## config.mk

```make
export PLATFORM = sky130hd
export DESIGN_NAME = actu_top
export DESIGN_NICKNAME = d
export VERILOG_FILES = /design/src/shared/actu_pkg.sv /design/src/rtl/actu_fifo.sv /design/src/rtl/actu_top.sv
export VERILOG_INCLUDE_DIRS = /design/src /design/src/shared
export SDC_FILE = /design/constraint.sdc
export NUM_CORES = 1
export LEC_CHECK = 0
export BUFFER_PORTS_ARGS = -buffer_cell sky130_fd_sc_hd__buf_2
export CORE_MARGIN = 2
export CORE_UTILIZATION = 40
export CTS_CLUSTER_DIAMETER = 200
export DETAILED_ROUTE_END_ITERATION = 6
export SYNTH_ARGS = -nofsm -noshare
export SYNTH_HDL_FRONTEND = slang
export SYNTH_SLANG_ARGS = --single-unit
export TNS_END_PERCENT = 50
```

## constraint.sdc

```tcl
create_clock -name clk -period 3.95 [get_ports clk]
set_clock_uncertainty 0.1 [all_clocks]
set_input_delay 0.5925 -clock clk [delete_from_list [all_inputs] [get_ports clk]]
set_output_delay 0.5925 -clock clk [all_outputs]
set_load 0.02 [all_outputs]
```

## src/shared/actu_regs.svh

```systemverilog
// register offsets, field positions and reset values of the trace unit
`ifndef ACTU_REGS_SVH
`define ACTU_REGS_SVH

// =====================================
// register offsets on the register port
`define ACTU_OFF_CMP_A_HI 4'h0
`define ACTU_OFF_CMP_A_LO 4'h1
`define ACTU_OFF_CMP_B_HI 4'h2
`define ACTU_OFF_CMP_B_LO 4'h3
`define ACTU_OFF_TRACE_HI 4'h4
`define ACTU_OFF_TRACE_LO 4'h5
`define ACTU_OFF_CONTROL 4'h6

// =====================================
// debug_control field positions
`define ACTU_CTRL_ENABLE 7
`define ACTU_CTRL_ARM 6
`define ACTU_CTRL_TAG 5
`define ACTU_CTRL_BRK 4
`define ACTU_CTRL_A_VAL 3
`define ACTU_CTRL_A_QUAL 2
`define ACTU_CTRL_B_VAL 1
`define ACTU_CTRL_B_QUAL 0

// =====================================
// reset values and sizes
`define ACTU_CMP_RST 8'h00
`define ACTU_CTRL_RST 8'h00
`define ACTU_ZERO_BYTE 8'h00
`define ACTU_TRACE_DEPTH 8
`define ACTU_TRACE_FULL 4'h8
`define ACTU_TRACE_LAST 4'h7
`define ACTU_STAGE_DEPTH 4
`define ACTU_WORD_W 16

`endif

```

## src/shared/actu_pkg.sv

```systemverilog
// types shared by the trace unit modules
package actu_pkg;

    // =====================================
    // trigger mode codes
    typedef enum logic [3:0] {
        ACTU_TRG_A_ONLY = 4'b0000,
        ACTU_TRG_A_OR_B = 4'b0001,
        ACTU_TRG_A_THEN_B = 4'b0010,
        ACTU_TRG_EVENT_B = 4'b0011,
        ACTU_TRG_A_THEN_EVENT_B = 4'b0100,
        ACTU_TRG_A_AND_BDATA = 4'b0101,
        ACTU_TRG_A_NOT_BDATA = 4'b0110,
        ACTU_TRG_INSIDE = 4'b0111,
        ACTU_TRG_OUTSIDE = 4'b1000
    } actu_mode_t;

    // =====================================
    // capture run states
    typedef enum logic [1:0] {
        ACTU_ST_IDLE = 2'b00,
        ACTU_ST_HUNT = 2'b01,
        ACTU_ST_STORE = 2'b10
    } actu_state_t;

endpackage : actu_pkg

```

## src/rtl/actu_fifo.sv

```systemverilog
// staging fifo with valid and ready on both sides
`timescale 1ns/1ps
`default_nettype none

module actu_fifo #(
    parameter int WIDTH = 16,
    parameter int DEPTH = 4
) (
    input wire logic clk,
    input wire logic arst_n,
    input wire logic flush,
    input wire logic in_valid,
    output logic in_ready,
    input wire logic [WIDTH-1:0] in_data,
    output logic out_valid,
    input wire logic out_ready,
    output logic [WIDTH-1:0] out_data,
    output logic full,
    output logic empty
);
    localparam int AW = $clog2(DEPTH);

    logic [WIDTH-1:0] mem [DEPTH];
    logic [AW:0] wr_ptr;
    logic [AW:0] rd_ptr;
    logic push;
    logic pop;

    // =====================================
    // status
    assign empty = (wr_ptr == rd_ptr);
    assign full = (wr_ptr[AW] != rd_ptr[AW]) && (wr_ptr[AW-1:0] == rd_ptr[AW-1:0]);
    assign in_ready = !full;
    assign out_valid = !empty;
    assign out_data = mem[rd_ptr[AW-1:0]];
    assign push = in_valid && !full && !flush;
    assign pop = out_ready && !empty && !flush;

    // =====================================
    // storage
    always_ff @(posedge clk) begin
        if (push) begin
            mem[wr_ptr[AW-1:0]] <= in_data;
        end
    end

    // =====================================
    // pointers
    always_ff @(posedge clk or negedge arst_n) begin
        if (!arst_n) begin
            wr_ptr <= '0;
            rd_ptr <= '0;
        end else if (flush) begin
            wr_ptr <= '0;
            rd_ptr <= '0;
        end else begin
            if (push) begin
                wr_ptr <= wr_ptr + 1'b1;
            end
            if (pop) begin
                rd_ptr <= rd_ptr + 1'b1;
            end
        end
    end

endmodule : actu_fifo

`default_nettype wire

```

## src/rtl/actu_top.sv

```systemverilog
// address compare and trace unit with its register port
`timescale 1ns/1ps
`default_nettype none
`include "actu_regs.svh"

module actu_top
    import actu_pkg::*;
(
    input wire logic clk,
    input wire logic arst_n,
    input wire logic [3:0] reg_addr,
    input wire logic reg_wr,
    input wire logic reg_rd,
    input wire logic [7:0] reg_wdata,
    output logic [7:0] reg_rdata,
    input wire logic mcu_secure,
    input wire logic [3:0] trig_mode,
    input wire logic begin_trace,
    input wire logic trigger_qualify_type,
    input wire logic cpu_valid,
    input wire logic cpu_fetch,
    input wire logic cpu_rw,
    input wire logic [15:0] cpu_addr,
    input wire logic [7:0] cpu_data,
    output logic break_req,
    output logic break_is_tag,
    output logic capture_active_flag,
    output logic [3:0] valid_count,
    output logic sample_dropped
);
    // =====================================
    // register state
    logic [7:0] compare_a_high;
    logic [7:0] compare_a_low;
    logic [7:0] compare_b_high;
    logic [7:0] compare_b_low;
    logic unit_enable;
    logic armed;
    logic tag_select;
    logic break_request_enable;
    logic cmp_a_dir_value;
    logic cmp_a_dir_qualify;
    logic cmp_b_dir_value;
    logic cmp_b_dir_qualify;

    // =====================================
    // trace ring and run state
    logic [`ACTU_WORD_W-1:0] ring [`ACTU_TRACE_DEPTH];
    logic [2:0] head;
    logic [3:0] cnt;
    logic [15:0] last_fetch;
    logic seen_a;
    actu_state_t state;

    // =====================================
    // decoded strobes
    logic wr_cmp_ok;
    logic wr_ctrl;
    logic rd_lo;
    logic prof_read;
    logic next_enable;
    logic arm_start;
    logic arm_stop;

    // =====================================
    // comparator and trigger terms
    logic [15:0] cmp_a;
    logic [15:0] cmp_b;
    logic dir_a_ok;
    logic dir_b_ok;
    logic exec_ok;
    logic match_a;
    logic match_b;
    logic in_range;
    logic trig;
    logic event_mode;
    logic begin_eff;
    logic end_done;
    logic begin_done;
    logic run_done;

    // =====================================
    // staging path
    logic store_evt;
    logic [`ACTU_WORD_W-1:0] store_word;
    logic stage_ready;
    logic stage_valid;
    logic [`ACTU_WORD_W-1:0] stage_word;
    logic ring_ready;
    logic drain;
    logic [`ACTU_WORD_W-1:0] head_word;

    // =====================================
    // register port decode
    assign wr_cmp_ok = reg_wr && !armed;
    assign wr_ctrl = reg_wr && (reg_addr == `ACTU_OFF_CONTROL);
    assign rd_lo = reg_rd && (reg_addr == `ACTU_OFF_TRACE_LO);
    assign prof_read = rd_lo && !armed;

    // set only when not secure, clear always
    assign next_enable = reg_wdata[`ACTU_CTRL_ENABLE] && (unit_enable || !mcu_secure);
    assign arm_start = wr_ctrl && next_enable && reg_wdata[`ACTU_CTRL_ARM];
    assign arm_stop = wr_ctrl && (!next_enable || !reg_wdata[`ACTU_CTRL_ARM]);

    // =====================================
    // comparators
    assign cmp_a = {compare_a_high, compare_a_low};
    assign cmp_b = {compare_b_high, compare_b_low};
    assign dir_a_ok = !cmp_a_dir_qualify || (cpu_rw == cmp_a_dir_value);
    assign dir_b_ok = !cmp_b_dir_qualify || (cpu_rw == cmp_b_dir_value);
    // tag qualification approximated by matching only on opcode fetches
    assign exec_ok = !trigger_qualify_type || cpu_fetch;
    assign match_a = cpu_valid && exec_ok && dir_a_ok && (cpu_addr == cmp_a);
    assign match_b = cpu_valid && exec_ok && dir_b_ok && (cpu_addr == cmp_b);
    assign in_range = (cpu_addr >= cmp_a) && (cpu_addr <= cmp_b);

    // =====================================
    // trigger selection
    always_comb begin
        trig = 1'b0;
        case (trig_mode)
            ACTU_TRG_A_ONLY: begin
                trig = match_a;
            end
            ACTU_TRG_A_OR_B: begin
                trig = match_a || match_b;
            end
            ACTU_TRG_A_THEN_B: begin
                trig = match_b && seen_a;
            end
            ACTU_TRG_EVENT_B: begin
                trig = match_b;
            end
            ACTU_TRG_A_THEN_EVENT_B: begin
                trig = match_b && seen_a;
            end
            ACTU_TRG_A_AND_BDATA: begin
                trig = match_a && (cpu_data == compare_b_low);
            end
            ACTU_TRG_A_NOT_BDATA: begin
                trig = match_a && (cpu_data != compare_b_low);
            end
            ACTU_TRG_INSIDE: begin
                trig = cpu_valid && exec_ok && dir_a_ok && in_range;
            end
            ACTU_TRG_OUTSIDE: begin
                trig = cpu_valid && exec_ok && dir_a_ok && !in_range;
            end
            default: begin
                trig = 1'b0;
            end
        endcase
    end

    assign event_mode = (trig_mode == ACTU_TRG_EVENT_B) || (trig_mode == ACTU_TRG_A_THEN_EVENT_B);
    // event-only runs are always begin traces
    assign begin_eff = begin_trace || event_mode;

    // =====================================
    // run completion
    assign end_done = armed && !begin_eff && trig;
    assign begin_done = armed && begin_eff && drain && (cnt == `ACTU_TRACE_LAST);
    assign run_done = end_done || begin_done;

    // =====================================
    // what gets stored
    always_comb begin
        store_evt = 1'b0;
        if (armed) begin
            if (event_mode) begin
                store_evt = trig;
            end else if (state == ACTU_ST_STORE) begin
                store_evt = cpu_valid && cpu_fetch;
            end else if (state == ACTU_ST_HUNT) begin
                store_evt = cpu_valid && cpu_fetch && trig;
            end
        end
    end

    assign store_word = event_mode ? {`ACTU_ZERO_BYTE, cpu_data} : cpu_addr;

    // a profiling read owns the ring for its cycle, so the stage waits
    assign ring_ready = !prof_read && !(begin_eff && (cnt == `ACTU_TRACE_FULL));
    assign drain = stage_valid && ring_ready;

    actu_fifo #(
        .WIDTH(`ACTU_WORD_W),
        .DEPTH(`ACTU_STAGE_DEPTH)
    ) u_stage (
        .clk(clk),
        .arst_n(arst_n),
        .flush(arm_start),
        .in_valid(store_evt),
        .in_ready(stage_ready),
        .in_data(store_word),
        .out_valid(stage_valid),
        .out_ready(ring_ready),
        .out_data(stage_word),
        .full(),
        .empty()
    );

    // =====================================
    // comparator registers
    always_ff @(posedge clk or negedge arst_n) begin
        if (!arst_n) begin
            compare_a_high <= `ACTU_CMP_RST;
            compare_a_low <= `ACTU_CMP_RST;
            compare_b_high <= `ACTU_CMP_RST;
            compare_b_low <= `ACTU_CMP_RST;
        end else if (wr_cmp_ok) begin
            case (reg_addr)
                `ACTU_OFF_CMP_A_HI: begin
                    compare_a_high <= reg_wdata;
                end
                `ACTU_OFF_CMP_A_LO: begin
                    compare_a_low <= reg_wdata;
                end
                `ACTU_OFF_CMP_B_HI: begin
                    compare_b_high <= reg_wdata;
                end
                `ACTU_OFF_CMP_B_LO: begin
                    compare_b_low <= reg_wdata;
                end
                default: begin
                end
            endcase
        end
    end

    // =====================================
    // control register fields
    always_ff @(posedge clk or negedge arst_n) begin
        if (!arst_n) begin
            unit_enable <= 1'(`ACTU_CTRL_RST >> `ACTU_CTRL_ENABLE);
            tag_select <= 1'b0;
            break_request_enable <= 1'b0;
            cmp_a_dir_value <= 1'b0;
            cmp_a_dir_qualify <= 1'b0;
            cmp_b_dir_value <= 1'b0;
            cmp_b_dir_qualify <= 1'b0;
        end else if (wr_ctrl) begin
            unit_enable <= next_enable;
            tag_select <= reg_wdata[`ACTU_CTRL_TAG];
            break_request_enable <= reg_wdata[`ACTU_CTRL_BRK];
            cmp_a_dir_value <= reg_wdata[`ACTU_CTRL_A_VAL];
            cmp_a_dir_qualify <= reg_wdata[`ACTU_CTRL_A_QUAL];
            cmp_b_dir_value <= reg_wdata[`ACTU_CTRL_B_VAL];
            cmp_b_dir_qualify <= reg_wdata[`ACTU_CTRL_B_QUAL];
        end
    end

    // =====================================
    // arm bit, which doubles as the armed flag
    always_ff @(posedge clk or negedge arst_n) begin
        if (!arst_n) begin
            armed <= 1'b0;
        end else if (arm_start) begin
            armed <= 1'b1;
        end else if (arm_stop || run_done) begin
            armed <= 1'b0;
        end
    end

    assign capture_active_flag = armed;

    // =====================================
    // run state
    always_ff @(posedge clk or negedge arst_n) begin
        if (!arst_n) begin
            state <= ACTU_ST_IDLE;
        end else begin
            case (state)
                ACTU_ST_IDLE: begin
                    if (arm_start) begin
                        state <= (begin_eff && !event_mode) ? ACTU_ST_HUNT : ACTU_ST_STORE;
                    end
                end
                ACTU_ST_HUNT: begin
                    if (arm_stop || !armed) begin
                        state <= ACTU_ST_IDLE;
                    end else if (trig) begin
                        state <= ACTU_ST_STORE;
                    end
                end
                ACTU_ST_STORE: begin
                    if (arm_stop || run_done || !armed) begin
                        state <= ACTU_ST_IDLE;
                    end
                end
                default: begin
                    state <= ACTU_ST_IDLE;
                end
            endcase
        end
    end

    // =====================================
    // sequence memory for the a-then-b modes
    always_ff @(posedge clk or negedge arst_n) begin
        if (!arst_n) begin
            seen_a <= 1'b0;
        end else if (arm_start) begin
            seen_a <= 1'b0;
        end else if (armed && match_a) begin
            seen_a <= 1'b1;
        end
    end

    // =====================================
    // opcode address for profiling
    always_ff @(posedge clk or negedge arst_n) begin
        if (!arst_n) begin
            last_fetch <= 16'h0000;
        end else if (cpu_valid && cpu_fetch) begin
            last_fetch <= cpu_addr;
        end
    end

    // =====================================
    // trace ring: head is the word shown, and the slot it leaves is the last
    always_ff @(posedge clk) begin
        if (prof_read) begin
            ring[head] <= last_fetch;
        end else if (drain) begin
            ring[head] <= stage_word;
        end
    end

    always_ff @(posedge clk or negedge arst_n) begin
        if (!arst_n) begin
            head <= 3'h0;
        end else if (prof_read || drain) begin
            head <= head + 3'h1;
        end
    end

    // valid count stops at eight and is cleared only by arming; stage words still drain into it after the run, reads do not lower it
    always_ff @(posedge clk or negedge arst_n) begin
        if (!arst_n) begin
            cnt <= 4'h0;
        end else if (arm_start) begin
            cnt <= 4'h0;
        end else if (drain && (cnt != `ACTU_TRACE_FULL)) begin
            cnt <= cnt + 4'h1;
        end
    end

    assign valid_count = cnt;

    // =====================================
    // break requests
    always_ff @(posedge clk or negedge arst_n) begin
        if (!arst_n) begin
            break_req <= 1'b0;
            break_is_tag <= 1'b0;
        end else begin
            break_req <= break_request_enable && run_done;
            break_is_tag <= tag_select;
        end
    end

    // refused store, the stage was full
    always_ff @(posedge clk or negedge arst_n) begin
        if (!arst_n) begin
            sample_dropped <= 1'b0;
        end else begin
            sample_dropped <= store_evt && !stage_ready;
        end
    end

    // =====================================
    // read data
    assign head_word = ring[head];

    always_ff @(posedge clk or negedge arst_n) begin
        if (!arst_n) begin
            reg_rdata <= 8'h00;
        end else if (reg_rd) begin
            case (reg_addr)
                `ACTU_OFF_CMP_A_HI: begin
                    reg_rdata <= compare_a_high;
                end
                `ACTU_OFF_CMP_A_LO: begin
                    reg_rdata <= compare_a_low;
                end
                `ACTU_OFF_CMP_B_HI: begin
                    reg_rdata <= compare_b_high;
                end
                `ACTU_OFF_CMP_B_LO: begin
                    reg_rdata <= compare_b_low;
                end
                `ACTU_OFF_TRACE_HI: begin
                    reg_rdata <= event_mode ? `ACTU_ZERO_BYTE : head_word[15:8];
                end
                `ACTU_OFF_TRACE_LO: begin
                    reg_rdata <= head_word[7:0];
                end
                `ACTU_OFF_CONTROL: begin
                    reg_rdata <= {unit_enable, armed, tag_select, break_request_enable,
                        cmp_a_dir_value, cmp_a_dir_qualify, cmp_b_dir_value, cmp_b_dir_qualify};
                end
                default: begin
                    reg_rdata <= 8'h00;
                end
            endcase
        end
    end

endmodule : actu_top

`default_nettype wire

```

==> results of run 1 <==
==> per-stage QoR <==
step | util, % | setup slack (ps) | power, mW | std cells
2_1_floorplan | - | 713 | 6.78 | 849
3_3_place_gp | 43.8 | 478 | 7.92 | 1312
4_1_cts | 46.9 | 645 | 10.7 | 1366
6_report | 46.9 | 616 | 10.6 | 1366
3_5_place_dp | 43.8 | 369 | 8.00 | 1312
5_1_grt | 46.9 | 345 | 11.2 | 1366
==> logic make-up (layout without fill, tap and decap cells) <==
group,after synthesis,in the layout,share of synthesized area [%]
AND/OR/NAND/NOR,172,172,7.02
adder cells (fa/ha/maj),40,40,4.01
XOR/XNOR,18,18,1.26
flip-flops,275,275,62.8
multiplexers,132,132,15.6
buffers and inverters,82,203,2.61
AO/OA/AOI/OAI,130,130,6.70
==> final timing paths <==
| kind | end | slack [ps] | cells past startpoint |
|---|---|---|---|
| min in group clk | cmp_b_dir_qualify | 200 | 3 |
| hold reg to reg | break_is_tag | 320 | 0 |
| hold / removal | break_req | 80 | 1 |
| setup reg to reg | u_stage.mem[0][7] | 620 | 11 |
| max in group asynchronous | compare_a_high[5] | 2890 | 2 |
| setup / recovery | u_stage.mem[0][7] | 620 | 11 |
==> synthesized netlist by cell type (2+ instances only) <==
cell      instances
edfxtp_1        192
dfrtp_1          83
nand2_1          71
mux2_2           63
inv_1            52
mux4_2           44
ha_1             40
o21ai_0          34
nor2_1           31
a21oi_1          27
mux2i_1          25
o22ai_1          21
clkbuf_1         17
xor2_1           12
a31oi_1           9
and2_1            9
buf_2             9
a22oi_1           8
nand2b_1          8
and3_1            7
nand3_1           7
or2_2             6
xnor2_1           6
nor2b_1           5
nand3b_1          4
o221ai_1          4
a221oi_1          3
buf_1             3
nand4_1           3
nor3_1            3
nor4_1            3
and4_1            2
nand4_2           2
nor3b_2           2
o211ai_1          2
o21ai_1           2
o21ai_2           2
==> worst max-delay path, delay by kind of cell (launching register included) <==
kind	cells	cell delay (ps)
flops	1	420
fa+ha+maj	1	320
compound gates	5	1060
simple gates	3	740
buf+inv	2	360
==> flip-flops by register name (all words and copies together) (netlist names), 4 cells and up <==
register        count
ring              128
reg_rdata           8
last_fetch         16
compare_a_high      8
compare_b_low       8
compare_a_low       8
compare_b_high      8
valid_count         4
u_stage.mem        64
==> cell type report <==
class / instances / area, um^2 / area share (%)
clock buffers: 33 / 741 / 5.15
clock inverters: 21 / 214 / 1.49
inverters: 52 / 195 / 1.36
multi-input cells: 492 / 4320 / 30.0
flip-flops and latches: 275 / 7840 / 54.5
well taps: 396 / 495 / 3.44
repair buffers: 97 / 581 / 4.03
==> layer usage <==
metal	share of wire, %	global-route usage [%]	up-vias
met3	7.0	4.15	59
met4	2.1	4.26	8
li1	-	-	3443
met2	48	31.5	277
met5	0.16	0	-
met1	43	26.2	3772
==> power by group <==
part	total [mW]	switching [mW]	internal, mW
Combinational	3.33	1.90	1.43
Clock	2.74	1.13	1.61
Sequential	4.58	0.447	4.14
==> flow_metrics.py, run 1 <==
metrics = {
    "sta": {
        "maxSlewHeadroom_pct": 23.6,
        "drv_slew": 0,
        "timing.fmax_mhz": 300,
        "hold_violations": 0,
        "layout_min_cycle_time_ps": 3330,
        "worst_pin_slew_ps": 1150,
        "rsz0062_at_grt": "no",
        "setup_tns_ps": 0,
        "period_share_pct": 84.4,
        "setup_viol": 0,
        "whs_ps": 81.5,
    },
    "synthesis": {
        "synth_top_area_cell": "edfxtp_1",
        "ys_ff_latch": 275,
        "synth_edf_count": 192,
        "ys_seq_area_share_pct": 62.8,
        "netlist_area_um2": 12500,
        "yosysWarnings": 0,
        "synth_area_per_cell_um2": 14.7,
        "synth_top_area_share_pct": 46.2,
        "yosys-top-cells-area": "edfxtp_1, dfrtp_1, mux4_2",
        "synth_ff_type": "edfxtp_1",
        "synth_cell_types": 65,
        "async_flop_share_pct": 30.2,
        "syn_inst": 849,
        "syn_nets": 939,
    },
    "route": {
        "ant_nets": 0,
        "vias_per_cell": 5.53,
        "first_iter_violations": 605,
        "wl_per_cell_um": 23.0,
        "drc": 0,
        "wirelength_um": 31500,
        "vias": 7559,
        "drt_first_pass_iters": 5,
    },
    "setup_path": {
        "critPathMaxFanout": 16,
        "rr_startpoint": "compare_a_high[3]",
        "critPathRequiredTime_ps": 4080,
        "path_class": "reg -> reg",
        "cp_slowest_cell": "dfrtp_1",
        "worstSetupStartpoint": "compare_a_high[3]",
        "critPathMaxStageDelay_ps": 420,
        "crit_path_end_kind": "flop",
        "cp.arrival_ps": 3460,
        "startpoint_type": "flop",
        "critical_path.cell_chain": "inv_1 -> ha_1 -> nand4_1 -> nor4_4 -> o31ai_1 -> a311oi_1 -> a221o_1 -> o21ai_2 -> a21boi_4 -> and3_1 -> buf_4",
    },
    "layout": {
        "design_area_um2": 14400,
        "final_nets": 1037,
        "fillCellCount": 2727,
        "num_antenna_cells": 0,
        "area_growth_pct": 15.2,
        "drive_above_1_share_pct": 27.6,
        "mostFrequentLayoutCells": "edfxtp_1, dfrtp_1, nand2_1, buf_2, mux2_2",
        "final_common_cell": "edfxtp_1",
    },
    "place": {
        "place.gp.congestion": 0.869,
        "dpl_cell_area_um2": 13400,
        "io_buffers": 65,
        "dp_hpwl_um": 22200,
    },
    "die": {
        "die_y_um": 181,
        "start_util_pct": 40.7,
        "die_w_um": 181,
        "io_pins": 66,
        "coreArea_um2": 30700,
        "die_area_um2": 32700,
        "fp-row-count": 64,
    },
    "clock_network": {
        "cts_tree": "built",
        "cts_setup_buffers": 0,
        "insertion_delay_ps": 560,
        "clk_pin_slew_ps": 70,
        "htreeDepth": 1,
        "cts_hold_buffers": 0,
        "clk_path_buf_depth": 3,
        "root_buffer": "clkbuf_16",
        "cts_buffers": 29,
        "ctsResizeCount": 0,
        "cts.sinks": 275,
    },
    "global_routing": {
        "grt_start_max_net_pins": 71,
        "grt_pass1_vias": 7706,
        "grt_pass1_wl_um": 47200,
        "grt_usage_pct": 19.1,
        "grt_antenna_before_repair": 4,
        "overflow": 0,
    },
    "job": {
        "maxCapViolCount": 0,
    },
    "power": {
        "p_leak_nw": 5.53,
        "ir_drop_mv": 0.360,
        "p_per_area_nw_per_um2": 740,
    },
    "outcome": {
        "status": "finished clean",
    },
    "hold_path": {
        "min_path_type": "in -> async",
    },
}
Note: power is estimated with default switching activity, not from simulation.
==> run 2: changes to the inputs <==
- clock period: 3.95 -> 2.81 ns (I/O delays scaled with it)
==> flow_metrics.py, run 2 (same netlist as run 1, synthesis figures left out) <==
metrics = {
    "global_routing": {
        "grt_pass1_wl_um": 48100,
        "grt_start_max_net_pins": 45,
        "grt_usage_pct": 19.4,
        "overflow": 0,
        "grt_pass1_vias": 7881,
        "grt_antenna_before_repair": 0,
    },
    "die": {
        "die_w_um": 181,
        "die_y_um": 181,
        "die_area_um2": 32700,
        "start_util_pct": 40.7,
        "coreArea_um2": 30700,
        "io_pins": 66,
        "fp-row-count": 64,
    },
    "route": {
        "drc": 0,
        "wirelength_um": 31800,
        "ant_nets": 0,
        "drt_first_pass_iters": 5,
        "wl_per_cell_um": 22.0,
        "vias": 7776,
        "vias_per_cell": 5.37,
        "first_iter_violations": 627,
    },
    "hold_path": {
        "hold_path_depth": 3,
        "min_path_type": "in -> reg",
    },
    "outcome": {
        "failed_checks": "setup timing",
        "status": "finished, violations left",
    },
    "layout": {
        "final_nets": 1119,
        "fin_cells": 1448,
        "num_antenna_cells": 0,
        "regArea_um2": 7840,
        "final_common_cell": "edfxtp_1",
        "mostFrequentLayoutCells": "edfxtp_1, buf_4, dfrtp_1, nand2_1, buf_2",
        "fillCellCount": 2613,
        "final_core_util_pct": 50.5,
        "design_area_um2": 15500,
        "area_growth_pct": 23.9,
        "multi_input_area_um2": 4680,
        "regMostFlops": "ring",
        "largest_reg_flops": 128,
        "drive_above_1_share_pct": 37.6,
    },
    "sta": {
        "setup_viol": 67,
        "timing.fmax_mhz": 332,
        "worst_pin_slew_ps": 649,
        "period_share_pct": 107,
        "drv_slew": 0,
        "maxSlewHeadroom_pct": 56.7,
        "layout_min_cycle_time_ps": 3010,
        "rsz0062_at_grt": "yes",
        "hold_violations": 0,
        "fin_ws_ps": -204,
    },
    "place": {
        "dp_slack_ps": -488,
        "place.gp.congestion": 0.890,
        "dpl_cell_area_um2": 14100,
        "dp_hpwl_um": 22600,
        "io_buffers": 65,
        "placedCellCount": 1382,
    },
    "clock_network": {
        "cts_tree": "built",
        "clk_path_buf_depth": 3,
        "insertion_delay_ps": 560,
        "clk_pin_slew_ps": 60,
        "cts_buffers": 29,
        "root_buffer": "clkbuf_16",
        "cts.sinks": 275,
        "htreeDepth": 1,
    },
    "power": {
        "p_leak_nw": 5.98,
        "p_per_area_nw_per_um2": 1020,
        "fin_total_pwr_mw": 15.8,
        "ir_drop_mv": 0.712,
    },
    "setup_path": {
        "path_class": "reg -> reg",
        "startpoint_type": "flop",
        "critPathRequiredTime_ps": 2950,
        "critPathMaxFanout": 8,
        "ff2ff_path_depth": 11,
        "crit_path_end_kind": "flop",
        "cp.arrival_ps": 3160,
    },
    "job": {
        "maxCapViolCount": 0,
    },
}
[run 2: cell count changes in the layout (fill, tap and decap cells not counted), moves of 9 or more]
cell / before / now
buf_12: 1 / 13
buf_4: 32 / 96
clkinv_1: 10 / 1
ha_1: 40 / 27
ha_4: 0 / 13
inv_1: 52 / 40
inv_2: 0 / 12
[run 2: layout make-up]
type,count,area share (%)
Tap cell,396,3.20
Sequential cell,275,50.7
Clock buffer,44,5.57
Clock inverter,10,0.614
Timing Repair Buffer,174,8.47
Inverter,52,1.26
Multi-Input combinational cell,497,30.2
[run 2: worst max-delay path, stage by stage (launching register included)]
cell and delay (ps):
dfrtp_1 360, inv_2 60, ha_4 260, buf_4 100, nand2_2 60, nor4_4 340
o31ai_2 130, a311oi_1 320, a221o_1 270, o21ai_4 120, a21boi_4 260, and3_4 330
[run 2: final timing paths]
| check | from | slack [ps] | to |
|---|---|---|---|
| worst max-delay path | compare_a_low[5] | -200 | u_stage.mem[2][7] |
| worst max register to register | compare_a_low[5] | -200 | u_stage.mem[2][7] |
| max in group asynchronous | arst_n | 1640 | compare_b_low[4] |
| worst min-delay path | reg_wdata[4] | 30 | break_request_enable |
| worst min register to register | tag_select | 320 | break_is_tag |
| min in group asynchronous | arst_n | 340 | compare_b_low[0] |
[run 2: metrics by stage]
stage                     TNS, ps  hold WS (ps)
after CTS                  -11660          15.0
after detailed placement   -31620           308
after floorplan                 0          25.9
after global placement     -20750           310
final                      -11110          27.7
after global routing       -16540          29.2
[run 2: what timing repair did]
item / in CTS / in global routing
pin swaps: 18 / 17
setup endpoints to repair: 69 / 72
endpoints found under the hold margin: 40 / 0
gates resized for setup: 28 / 23
cloned: 5 / 0
buffers inserted: 4 / 2
hold buffers: 1 / 0
[run 2: power by group]
part | internal [mW] | switching (mW) | total [mW] | leakage [nW]
logic | 2.69 | 3.11 | 5.80 | 2.73
clock network | 2.21 | 1.57 | 3.78 | 0.472
registers | 5.82 | 0.445 | 6.26 | 2.78
[run 2: routing by layer]
metal  up-vias  track usage, %  share of wire, %
li1       3611               -                 -
met1      3938            27.4                45
met2       187            32.1                49
met3        40            2.70               4.6
met4         0            4.45               1.9
met5         -               0                 0
==> run 3: changes to the inputs <==
- ABC_AREA: unset -> 1
==> flow_metrics.py, run 3 <==
metrics = {
    "outcome": {
        "status": "finished clean",
    },
    "place": {
        "dp_hpwl_um": 23600,
        "place.gp.congestion": 0.929,
        "io_buffers": 65,
        "dpl_cell_area_um2": 13700,
        "dp_slack_ps": -62.3,
    },
    "setup_path": {
        "cpMostUsedCell": "nand2_1",
        "cp.arrival_ps": 2870,
        "critPathMaxStageDelay_ps": 400,
        "critPathRequiredTime_ps": 2970,
        "startpoint_type": "flop",
        "crit_family": "simple AND/OR/NAND/NOR gates",
        "crit_path_end_kind": "flop",
        "cp_slowest_cell": "dfrtp_1",
        "critPathMaxFanout": 8,
        "critical_path.cell_chain": "inv_2 -> ha_4 -> nand4_1 -> buf_4 -> a21oi_1 -> nor2_1 -> nand2_1 -> nand2_1 -> nand3_1 -> nand3_2 -> nand3b_4 -> nand4_4 -> nor2_4 -> buf_6",
        "critPathBufInv": 3,
        "path_class": "reg -> reg",
    },
    "global_routing": {
        "grt_pass1_wl_um": 50200,
        "use_met2_pct": 33.7,
        "met1_usage_pct": 26.7,
        "grt_use_met3_pct": 2.73,
        "grt_usage_pct": 19.8,
        "grt_start_max_net_pins": 45,
        "grt.busiest_layer": "met2",
        "grt_antenna_before_repair": 0,
        "overflow": 0,
        "grt_pass1_vias": 8752,
    },
    "route": {
        "first_iter_violations": 692,
        "drc": 0,
        "wirelength_um": 32900,
        "drt_first_pass_iters": 5,
        "wl_per_cell_um": 18.9,
        "vias_per_cell": 5.27,
        "vias": 9174,
        "ant_nets": 0,
    },
    "synthesis": {
        "yosysWarnings": 0,
        "synth_ff_type": "edfxtp_1",
        "async_flop_share_pct": 30.2,
        "syn_inst": 1199,
        "synth_top_area_share_pct": 45.6,
        "synth_area_per_cell_um2": 10.6,
        "ys_seq_area_share_pct": 62.0,
        "synth_edf_count": 192,
        "synth_top_area_cell": "edfxtp_1",
        "netlist_area_um2": 12700,
        "yosysMostFrequentCell": "nand2_1",
        "ys_ff_latch": 275,
        "yosys-top-cells-area": "edfxtp_1, dfrtp_1, nand2_1",
        "syn_nets": 1289,
        "yosys-top-cells-count": "nand2_1, edfxtp_1, nor2_1, o21ai_0, inv_1",
        "synth_cell_types": 50,
    },
    "die": {
        "io_pins": 66,
        "start_util_pct": 40.4,
        "die_area_um2": 33100,
        "coreArea_um2": 31300,
        "fp-row-count": 65,
        "die_y_um": 182,
        "die_w_um": 182,
    },
    "layout": {
        "largest_reg_flops": 128,
        "regArea_um2": 7850,
        "regMostFlops": "ring",
        "num_antenna_cells": 0,
        "final_nets": 1406,
        "fillCellCount": 2834,
        "multi_input_area_um2": 4330,
        "design_area_um2": 14900,
        "drive_above_1_share_pct": 20.2,
        "mostFrequentLayoutCells": "nand2_1, edfxtp_1, nor2_1, o21ai_0, inv_1",
        "area_growth_pct": 18.0,
    },
    "clock_network": {
        "insertion_delay_ps": 550,
        "cts.sinks": 275,
        "cts_tree": "built",
        "htreeDepth": 1,
        "clk_pin_slew_ps": 60,
        "root_buffer": "clkbuf_16",
        "clk_path_buf_depth": 3,
        "cts_buffers": 30,
    },
    "power": {
        "p_sw_mw": 5.58,
        "switching_share_pct": 36.4,
        "internal_power_mw": 9.76,
        "clkPwrFrac_pct": 24.5,
        "ir_drop_mv": 0.529,
        "power.share.combinational_pct": 33.9,
        "power_frac_seq_pct": 41.6,
        "p_leak_nw": 6.07,
        "fin_total_pwr_mw": 15.3,
        "p_per_area_nw_per_um2": 1030,
    },
    "job": {
        "maxCapViolCount": 0,
    },
    "sta": {
        "fin_ws_ps": 92.0,
        "drv_slew": 0,
        "hold_violations": 0,
        "layout_min_cycle_time_ps": 2720,
        "maxSlewHeadroom_pct": 53.8,
        "period_share_pct": 96.7,
        "setup_tns_ps": 0,
        "setup_viol": 0,
        "whs_ps": 23.3,
        "worst_pin_slew_ps": 687,
        "timing.fmax_mhz": 368,
    },
    "hold_path": {
        "min_path_type": "in -> reg",
    },
}
## run 3: cell types whose count changed after synthesis, sizes merged, moves of 9 or more
| cell | previous run | this run |
|---|---|---|
| nor2 | 32 | 177 |
| nand2 | 71 | 207 |
| o21ai | 38 | 174 |
| inv | 52 | 116 |
| mux2 | 63 | 7 |
| mux4 | 44 | 0 |
| mux2i | 25 | 0 |
| nand3 | 7 | 30 |
| o32ai | 0 | 16 |
| o22ai | 21 | 34 |
| and2 | 10 | 0 |
| clkbuf | 17 | 27 |
| a31oi | 9 | 0 |
| xor2 | 12 | 3 |
## run 3: cell families (layout without fill, tap and decap cells)
family,Yosys count,in the layout,synth area share [%]
buffers and inverters,161,302,5.06
AOI/OAI and AO/OA,266,266,12.0
muxes,7,7,0.623
DFF,275,275,62.0
adders and majority gates,40,40,3.96
and+or+nand+nor,437,437,15.5
xor gates and xnor gates,13,13,0.900
## run 3: path summary, 6_finish.rpt
check,start,to,slack (ps),cells past startpoint
max in group asynchronous,arst_n,head[0],1730,3
hold / removal,reg_wdata[4],break_request_enable,20,3
min in group asynchronous,arst_n,cmp_b_dir_qualify,240,2
setup reg to reg,compare_b_high[6],u_stage.mem[0][11],90,14
hold reg to reg,tag_select,break_is_tag,330,0
setup / recovery,compare_b_high[6],u_stage.mem[0][11],90,14
## run 3: metal layers
| layer | up-vias | share of wire [%] |
|---|---|---|
| met3 | 57 | 5.4 |
| met2 | 285 | 48 |
| met4 | 0 | 2.8 |
| met5 | - | 0 |
| met1 | 4441 | 44 |
| li1 | 4391 | - |
## run 3: layout make-up
cell class	count	area share (%)
sequential	275	52.6
multi-input combinational	763	29.0
timing repair buffer	129	5.81
clock buffer	46	5.77
tap	402	3.37
inverter	117	2.94
clock inverter	10	0.545
## run 3: power by group through the flow
| stage | Sequential, mW | Clock (mW) | Combinational (mW) |
|---|---|---|---|
| after floorplan | 6.39 | 0 | 3.24 |
| after global placement | 6.43 | 0 | 4.99 |
| after detailed placement | 6.45 | 0 | 5.08 |
| after CTS | 6.37 | 3.81 | 5.10 |
| after global routing | 6.47 | 3.99 | 5.82 |
| final | 6.38 | 3.76 | 5.20 |
## run 3: what timing repair did
| item | 4_1_cts | 5_1_grt |
|---|---|---|
| hold endpoints to repair | 25 | 0 |
| hold buffers | 1 | 0 |
| buffers inserted | 0 | 9 |
| gates resized for setup | 0 | 44 |
| endpoints found under the setup margin | 0 | 64 |
## run 3: per-stage QoR
stage	utilization, %	instances
floorplan	-	1199
global placement	43.8	1675
detailed placement	43.8	1675
CTS	46.9	1732
global route	47.7	1742
finish	47.7	1742
## run 3: tightest hold or removal path: cells and delay by family
kind                   cells  cell delay [ps]
buffers and inverters      1              100
and+or+nand+nor            1               50
AOI/OAI and AO/OA          1               60
